File: src/rtl/eeg_pkg.sv
// Shared constants and state encoding for the group error-correction block.
package eeg_pkg;

  // --------------------------------------------------------------------------
  // Address and group geometry
  // --------------------------------------------------------------------------
  localparam int ADDR_W       = 16;  // Byte address width of the array.
  localparam int GRP_LSB      = 2;   // Byte-in-group bits; a group is 4 bytes.
  localparam int GRP_BYTES    = 4;   // Bytes protected together.
  localparam int ARR_AW       = 14;  // Group index width into the array.
  localparam int PAGE_BYTES   = 128; // Bytes held by one page transfer.
  localparam int PAGE_LSB     = 7;   // Low address bits that wrap in a page.
  localparam int PAGE_W       = 9;   // Page number width.
  localparam int PAGE_GRPS    = 32;  // Groups inside one page.
  localparam int PGRP_W       = 5;   // Width of the in-page group index.

  // --------------------------------------------------------------------------
  // Code word layout
  // --------------------------------------------------------------------------
  localparam int DATA_W       = 32;  // Data bits per group.
  localparam int HAM_W        = 6;   // Hamming check bits.
  localparam int CHK_W        = 7;   // Hamming bits plus overall parity.
  localparam int WORD_W       = 39;  // Stored word: check bits above data.
  localparam int CODE_POS_MAX = 38;  // Highest Hamming position in use.

  // --------------------------------------------------------------------------
  // Timing counts in core clock cycles
  // --------------------------------------------------------------------------
  localparam int RD_LATENCY   = 3;   // Request to returned byte, fixed.
  localparam int PROG_MAX     = 130; // Bound on cycles from start to done; worst is 128.

  // --------------------------------------------------------------------------
  // Sequencer states, one-hot
  // --------------------------------------------------------------------------
  typedef enum logic [7:0] {
    ST_IDLE     = 8'h01,
    ST_RD_ISSUE = 8'h02,
    ST_RD_CAPT  = 8'h04,
    ST_PG_SCAN  = 8'h08,
    ST_PG_READ  = 8'h10,
    ST_PG_MERGE = 8'h20,
    ST_PG_WRITE = 8'h40,
    ST_PG_DONE  = 8'h80
  } eeg_state_t;

endpackage : eeg_pkg

File: src/rtl/eeg_codec.sv
// Extended Hamming encoder and single-error corrector for one 4-byte group.
`timescale 1ns/1ps
`default_nettype none

module eeg_codec (
  input  wire logic [31:0] data,        // Data bits as stored or to be stored.
  input  wire logic [6:0]  chk,         // Stored check bits; zero when encoding.
  output logic      [31:0] fixed,       // Data with a lone data-bit error undone.
  output logic      [6:0]  gen,         // Check bits generated from data.
  output logic             single_err,  // One bit of the word was flipped.
  output logic             multi_err    // Two bits flipped; left alone.
);

  // --------------------------------------------------------------------------
  // Check generation and correction
  // --------------------------------------------------------------------------
  // Data bits sit at every non power-of-two position from 3 upward; the
  // syndrome then names the flipped position directly. The overall parity
  // separates one flip from two, which is why a double error is never touched.
  always_comb begin
    int         p;
    int         n;
    int         k;
    logic [5:0] syn;
    logic       perr;
    // Loop indices and intermediates start from known values on every pass.
    p     = 0;
    k     = 0;
    syn   = '0;
    perr  = 1'b0;
    gen   = '0;
    fixed = data;
    n     = 0;
    for (p = 1; p <= eeg_pkg::CODE_POS_MAX; p++) begin
      if ((p & (p - 1)) != 0) begin
        for (k = 0; k < eeg_pkg::HAM_W; k++) begin
          if (p[k]) begin
            gen[k] = gen[k] ^ data[n];
          end
        end
        n = n + 1;
      end
    end
    gen[6]     = ^{data, gen[5:0]};
    syn        = chk[5:0] ^ gen[5:0];
    perr       = ^{data, chk};
    single_err = perr;
    multi_err  = (syn != 6'h0) && !perr;
    n          = 0;
    for (p = 1; p <= eeg_pkg::CODE_POS_MAX; p++) begin
      if ((p & (p - 1)) != 0) begin
        if (perr && (syn == p[5:0])) begin
          fixed[n] = ~data[n];
        end
        n = n + 1;
      end
    end
  end

endmodule : eeg_codec
`default_nettype wire

File: src/rtl/eeg_core.sv
// Group error-correction engine between the access sequencer and the array.
//
// Overview of operation
// - Correction is invisible; fixed timing, no extra traffic.
// - Groups are four aligned consecutive byte addresses.
// - Single wrong bit in group is corrected.
// - Single byte write rewrites whole group, new check.
// - Byte or page write starts one programming cycle.
// - Page write advances only the seven low bits.
// - Group programming begins only at stop condition.
`timescale 1ns/1ps
`default_nettype none

module eeg_core (
  input  wire logic        core_clk,    // Core clock, 40 MHz.
  input  wire logic        reset_n,     // Asynchronous reset, active low.
  input  wire logic        wr_begin,    // Pulse: write transfer addressed.
  input  wire logic [15:0] wr_addr,     // Start byte address of the write.
  input  wire logic        wr_byte,     // Pulse: one data byte received.
  input  wire logic [7:0]  wr_data,     // Received data byte.
  input  wire logic        wr_stop,     // Pulse: stop ended the write transfer.
  input  wire logic        rd_req,      // Pulse: byte wanted for the bus.
  input  wire logic [15:0] rd_addr,     // Byte address to read.
  output logic      [7:0]  rd_data,     // Corrected byte.
  output logic             rd_valid,    // Pulse: rd_data is valid.
  output logic             busy,        // Engine is not idle.
  output logic             prog_start,  // Pulse: programming cycle started.
  output logic             prog_done,   // Pulse: programming cycle finished.
  output logic      [13:0] arr_addr,    // Group index into the array.
  output logic             arr_rd_en,   // Array read; data one cycle later.
  input  wire logic [38:0] arr_rdata,   // Stored word, check bits on top.
  output logic             arr_wr_en,   // Array word program strobe.
  output logic      [38:0] arr_wdata    // Word to program.
);

  // --------------------------------------------------------------------------
  // State record
  // --------------------------------------------------------------------------
  typedef struct packed {
    eeg_pkg::eeg_state_t st;          // Sequencer state.
    logic [8:0]          pbase;       // Page number of the write transfer.
    logic [6:0]          ptr;         // Byte pointer inside the page.
    logic [1023:0]       pbuf;        // Received page bytes.
    logic [127:0]        mask;        // Which page bytes were received.
    logic [4:0]          grp;         // Group being programmed.
    logic [13:0]         rd_grp;      // Group being read.
    logic [1:0]          rd_sel;      // Byte lane being read.
    logic [7:0]          rd_data;     // Returned byte.
    logic                rd_valid;    // Returned byte strobe.
    logic [38:0]         wdata;       // Word held for programming.
    logic                prog_start;  // Programming start strobe.
  } eeg_regs_t;

  eeg_regs_t   r;       // Registered state.
  eeg_regs_t   next_r;  // Next state.

  logic [31:0] dec_fixed;   // Stored data after correction.
  logic        dec_single;  // Stored word held one flipped bit.
  logic        dec_multi;   // Stored word held several flipped bits.
  logic [31:0] merged;      // Fresh bytes laid over corrected old bytes.
  logic [6:0]  enc_gen;     // Check bits for the merged group.
  logic [3:0]  grp_mask;    // Received-byte mask of the current group.

  // --------------------------------------------------------------------------
  // Codecs
  // --------------------------------------------------------------------------
  // The decoder serves both bus reads and the read half of a group rewrite.
  eeg_codec u_dec (
    .data       (arr_rdata[31:0]),
    .chk        (arr_rdata[38:32]),
    .fixed      (dec_fixed),
    .gen        (),
    .single_err (dec_single),
    .multi_err  (dec_multi)
  );

  // The encoder only generates; its check input is tied to zero.
  eeg_codec u_enc (
    .data       (merged),
    .chk        (7'h00),
    .fixed      (),
    .gen        (enc_gen),
    .single_err (),
    .multi_err  ()
  );

  // --------------------------------------------------------------------------
  // Group merge
  // --------------------------------------------------------------------------
  // Unwritten lanes keep the corrected old byte, so a latent single error in
  // a neighbour is scrubbed instead of being sealed under a new check.
  always_comb begin
    int b;
    b        = 0;
    grp_mask = r.mask[r.grp * eeg_pkg::GRP_BYTES +: eeg_pkg::GRP_BYTES];
    merged   = dec_fixed;
    for (b = 0; b < eeg_pkg::GRP_BYTES; b++) begin
      if (grp_mask[b]) begin
        merged[b * 8 +: 8] = r.pbuf[(r.grp * eeg_pkg::GRP_BYTES + b) * 8 +: 8];
      end
    end
  end

  // --------------------------------------------------------------------------
  // Sequencer
  // --------------------------------------------------------------------------
  always_comb begin
    next_r            = r;
    next_r.rd_valid   = 1'b0;
    next_r.prog_start = 1'b0;
    case (r.st)
      eeg_pkg::ST_IDLE: begin
        // Page collection: the page number is frozen, the pointer wraps.
        if (wr_begin) begin
          next_r.pbase = wr_addr[15:eeg_pkg::PAGE_LSB];
          next_r.ptr   = wr_addr[eeg_pkg::PAGE_LSB-1:0];
          next_r.mask  = '0;
        end
        if (wr_byte) begin
          next_r.pbuf[next_r.ptr * 8 +: 8] = wr_data;
          next_r.mask[next_r.ptr]          = 1'b1;
          next_r.ptr                       = next_r.ptr + 7'h01;
        end
        // Nothing touches the array until the stop; a dummy write with no
        // data bytes programs nothing.
        if (wr_stop && (|r.mask)) begin
          next_r.st         = eeg_pkg::ST_PG_SCAN;
          next_r.grp        = 5'h00;
          next_r.prog_start = 1'b1;
        end else if (rd_req) begin
          next_r.rd_grp = rd_addr[15:eeg_pkg::GRP_LSB];
          next_r.rd_sel = rd_addr[eeg_pkg::GRP_LSB-1:0];
          next_r.st     = eeg_pkg::ST_RD_ISSUE;
        end
      end
      eeg_pkg::ST_RD_ISSUE: begin
        // Array read is strobed here; the word arrives next cycle.
        next_r.st = eeg_pkg::ST_RD_CAPT;
      end
      eeg_pkg::ST_RD_CAPT: begin
        // Same latency whatever the decoder found; errors are never reported.
        next_r.rd_data  = dec_fixed[r.rd_sel * 8 +: 8];
        next_r.rd_valid = 1'b1;
        next_r.st       = eeg_pkg::ST_IDLE;
      end
      eeg_pkg::ST_PG_SCAN: begin
        // Skip groups the transfer never touched.
        if (|grp_mask) begin
          next_r.st = eeg_pkg::ST_PG_READ;
        end else if (r.grp == 5'h1f) begin
          next_r.st = eeg_pkg::ST_PG_DONE;
        end else begin
          next_r.grp = r.grp + 5'h01;
        end
      end
      eeg_pkg::ST_PG_READ: begin
        next_r.st = eeg_pkg::ST_PG_MERGE;
      end
      eeg_pkg::ST_PG_MERGE: begin
        next_r.wdata = {enc_gen, merged};
        next_r.st    = eeg_pkg::ST_PG_WRITE;
      end
      eeg_pkg::ST_PG_WRITE: begin
        if (r.grp == 5'h1f) begin
          next_r.st = eeg_pkg::ST_PG_DONE;
        end else begin
          next_r.grp = r.grp + 5'h01;
          next_r.st  = eeg_pkg::ST_PG_SCAN;
        end
      end
      eeg_pkg::ST_PG_DONE: begin
        next_r.mask = '0;
        next_r.st   = eeg_pkg::ST_IDLE;
      end
      default: begin
        next_r.st = eeg_pkg::ST_IDLE;
      end
    endcase
  end

  // State register; every field resets to a constant.
  always_ff @(posedge core_clk or negedge reset_n) begin
    if (!reset_n) begin
      r    <= '0;
      r.st <= eeg_pkg::ST_IDLE;
    end else begin
      r <= next_r;
    end
  end

  // --------------------------------------------------------------------------
  // Outputs
  // --------------------------------------------------------------------------
  assign rd_data    = r.rd_data;
  assign rd_valid   = r.rd_valid;
  assign prog_start = r.prog_start;
  assign prog_done  = (r.st == eeg_pkg::ST_PG_DONE);
  assign busy       = (r.st != eeg_pkg::ST_IDLE);
  assign arr_rd_en  = (r.st == eeg_pkg::ST_RD_ISSUE) || (r.st == eeg_pkg::ST_PG_READ);
  assign arr_wr_en  = (r.st == eeg_pkg::ST_PG_WRITE);
  assign arr_wdata  = r.wdata;
  assign arr_addr   = (r.st == eeg_pkg::ST_RD_ISSUE) ? r.rd_grp : {r.pbase, r.grp};

  // --------------------------------------------------------------------------
  // Assertions
  // --------------------------------------------------------------------------
  logic idle;  // Engine is free for new work.
  assign idle = (r.st == eeg_pkg::ST_IDLE);
endmodule : eeg_core
`default_nettype wire

File: config.mk
export PLATFORM = sky130hd
export DESIGN_NAME = eeg_core
export DESIGN_NICKNAME = d
export VERILOG_FILES = /design/src/rtl/eeg_pkg.sv /design/src/rtl/eeg_codec.sv /design/src/rtl/eeg_core.sv
export SDC_FILE = /design/constraint.sdc
export NUM_CORES = 2
export LEC_CHECK = 0
export BUFFER_PORTS_ARGS = -buffer_cell sky130_fd_sc_hd__buf_2
export CORE_ASPECT_RATIO = 1.25
export CORE_MARGIN = 2
export CORE_UTILIZATION = 30
export DETAILED_ROUTE_END_ITERATION = 16
export MAX_ROUTING_LAYER = met4
export PLACE_DENSITY = 0.42
export RECOVER_POWER = 25
export SETUP_SLACK_MARGIN = 0.1
export SLEW_MARGIN = 20
export SYNTH_ARGS = -nofsm -noshare
export SYNTH_HDL_FRONTEND = slang
export SYNTH_SLANG_ARGS = --single-unit
File: constraint.sdc
create_clock -name core_clk -period 4.33 [get_ports core_clk]
set_input_delay 0 -clock core_clk [delete_from_list [all_inputs] [get_ports core_clk]]
set_output_delay 0 -clock core_clk [all_outputs]
set_load 0.005 [all_outputs]
==> results by group <==
Timing
  – Final setup violating endpoints: 2
  – Slew at the pin closest to its max-slew limit: roughly 2900 ps
  – Final min period: 4600 ps
  – Max Clock Freq: 0.217 GHz
  – Max Clock Skew: 24.2 ps
  – Setup TNS: -407 ps
  – Final hold violations: 0
  – RSZ-0062 raised after global routing: yes
  – Rel. slew slack: -90.1%
  – Final Max Tran Viols: around 620
  – Final worst slack: -270 ps
  – Crit share post-route: 106%

Run status
  – Outcome: finished with violations
  – Violated checks: capacitance limit, slew limit, setup timing

Clock tree
  – CTS tree: done
  – TritonCTS Buffers: 139
  – Clock sink count: 1246
  – Clock Tree Buf Depth: 3
  – Clock Latency Late Sink: 800 ps
  – Root Buffer: clkbuf_16
  – Max H-tree Level: 4
  – Clock-pin slew on the worst setup and hold paths: 70 ps

Critical path
  – Slowest CP cell: mux4_2
  – Reg2Reg Setup Slack: -270 ps
  – Req. time, crit path: ~5000 ps
  – Critical path class: register to register
  – Worst Setup End Kind: register
  – Worst Path Arrival: 5270 ps
  – Crit-path leading delay family: XOR/XNOR gates
  – Crit path buffers/inverters: 5
  – Max incr delay on CP: 580 ps
  – Crit start category: register
  – CP cell instances: buf_12 -> buf_6 -> buf_12 -> buf_16 -> mux4_2 -> mux4_2 -> a211oi_2 -> buf_4 -> a21oi_2 -> xor2_2 -> xnor2_2 -> xor2_2 -> xnor3_1 -> xnor3_1 -> mux2_2
  – CP max FO: 6

Floorplan
  – # rows: roughly 180
  – Die height: 503 um
  – Core Area: ~200000 um^2
  – IO Pins: 152
  – Die Wd: roughly 400 um
  – DIE AREA: 202000 um^2
  – Starting Density: 30.1%

Logic synthesis
  – Post-Synthesis Cells: 5532
  – Synthesized area: roughly 60000 um^2
  – Yosys top cell area share: a little over half
  – Register area share after synthesis: around 52%
  – Synth top cells by count: nand2_1 (1576), dfrtp_1 (1245), o21ai_0 (810), mux4_2 (366), o31ai_1 (336)
  – Dominant cell by count in the synthesized netlist: nand2_1
  – Synth warn: 0
  – Cell variety after synth: 64
  – Top FF cell, synth: dfrtp_1
  – Area leader, netlist: dfrtp_1
  – Ys async rst share: 100%
  – Syn avg cell area: ~11 um^2
  – Post-synth EDFFs: 0
  – Syn nets: about 5.6k
  – Area contributors post-synth: dfrtp_1 (52%), mux4_2 (14%), nand2_1 (9.9%)
  – Seq cells post-synth: 1246

Drt
  – First-iteration detailed-routing DRC count: 4031
  – Total wire length: 251000 um
  – Vias/cell: about 5.3
  – Residual DRC: 0
  – Routed len/inst: around 28 um
  – Via count: between 40k and 50k
  – Antenna Nets Post-Route: 0
  – DRT Pass-1 Iters: 6

Final layout
  – Share of cells above drive strength 1: 24.0%
  – Area of the multi-input gates: 27000 um^2
  – Register area: about 31000 um^2
  – Final Net Count: 6198
  – Fin cells: 8819
  – Syn-to-layout area delta: 23.2%
  – Filler cells: 19.7k

Hold path
  – Worst hold path type: input pin to register

Global route
  – Initial antenna violation count: 9
  – Vias in the first global route: 47.4k
  – Total track usage: 25.3%
  – Pin count of the biggest net entering global routing: roughly 120
  – Overflow after GRT: 0
  – First-pass GRT wire length: 359000 um

Placement
  – Pre-CTS WS: -564 ps
  – GPL Wtd Cong: about 0.9
  – Port bufs: around 150
  – Hpwl dp: roughly 180000 um
  – DP Cell Count: 8385

Power
  – Tot Pwr: 38500 uW
  – Leak: approximately 0.03 uW
  – Maximum vdd drop: 0.482 mV
  – Cell Pwr Density: about 520 nW/um^2

Run
  – Max-capacitance violation count: 10
## layout make-up
class / instances / area share [%]
clock inverters: 39 / 0.601
clock buffers: 214 / 5.77
multi-input cells: 3860 / 36.8
inverters: 10 / 0.0511
repair buffers: 851 / 9.91
diodes: 9 / 0.0306
flip-flops and latches: 1246 / 42.4
well taps: 2590 / 4.41
## sequential cells by signal (all words and copies together), names as in the netlist
name and cells:
r 1197, arr_wdata 39, rd_data 8, prog_start 1
rd_valid 1
## report_power, final
| group | switching, uW | leakage [uW] | internal [uW] |
|---|---|---|---|
| combinational | 8180 | 0.0111 | 5370 |
| clock | 5180 | 0.00231 | 7230 |
| sequential | 391 | 0.0173 | 12200 |
| total | 13700 | 0.0307 | 24800 |
## logic make-up after synthesis
logic type                 after synthesis  share of synthesized area (%)
DFF                                   1246                           52.3
AOI/OAI and AO/OA                     1262                           12.6
xor gates and xnor gates               178                           3.06
and+or+nand+nor                       1950                           13.2
muxes                                  465                           15.7
adders and majority gates                5                          0.105
buffers and inverters                  426                           3.09
## path summary, 6_finish.rpt
| kind | from | endpoint | cells after the start |
|---|---|---|---|
| max in group asynchronous | reset_n | r[937]$_DFFE_PN0P_ | 5 |
| min | arr_rdata[11] | rd_data[3]$_DFFE_PN0P_ | 6 |
| max reg2reg | r[65]$_DFFE_PN0P_ | arr_wdata[38]$_DFFE_PN0N_ | 15 |
| min reg2reg | r[418]$_DFFE_PN0P_ | r[418]$_DFFE_PN0P_ | 2 |
| max | r[65]$_DFFE_PN0P_ | arr_wdata[38]$_DFFE_PN0N_ | 15 |
| min in group asynchronous | reset_n | r[468]$_DFFE_PN0P_ | 4 |
## cells in the final DEF, fill, tap and decap left out, drive strengths merged, types with 105 or more instances in the layout
master | Yosys | layout
buf | 102 | 712
clkbuf | 314 | 236
dfrtp | 1245 | 1245
dlygate4sd3 | 0 | 117
mux4 | 366 | 366
nand2 | 1576 | 1576
nand3 | 105 | 105
nor2 | 108 | 108
o21ai | 811 | 811
o31ai | 336 | 336
xnor2 | 122 | 122
## stage by stage
step / utilization, % / area (um^2) / hold WS [ps]
CTS: 36.8 / 73100 / 6.18
floorplan: - / 59800 / -296
finish: 37.1 / 73500 / 62.0
global route: 37.1 / 73500 / 78.3
detailed placement: 33.7 / 66800 / 29.1
global placement: 33.7 / 66800 / 26.4
## routing by layer
metal | vias to the layer above | track usage, % | wire length, um
li1 | 20900 | - | -
met4 | 0 | 9.09 | 10200
met5 | - | - | 0
met3 | 454 | 2.96 | 12300
met1 | 24100 | 32.1 | 106000
met2 | 1585 | 41.8 | 122000
## worst min-delay path: cells and delay by family
kind	cells	cell delay (ps)
compound gates	3	400
xor+xnor	1	110
buf+inv	1	210
simple gates	1	50
## what timing repair did
item                                   4_1_cts  5_1_grt
endpoints found under the hold margin     1108        0
gates cloned                                 2        5
setup endpoints to repair                    6       60
setup buffers                                6       41
resized for setup                           44       37
hold buffers                               118        0
pin swaps                                   17       13
Power figures use the tool's default switching activity.
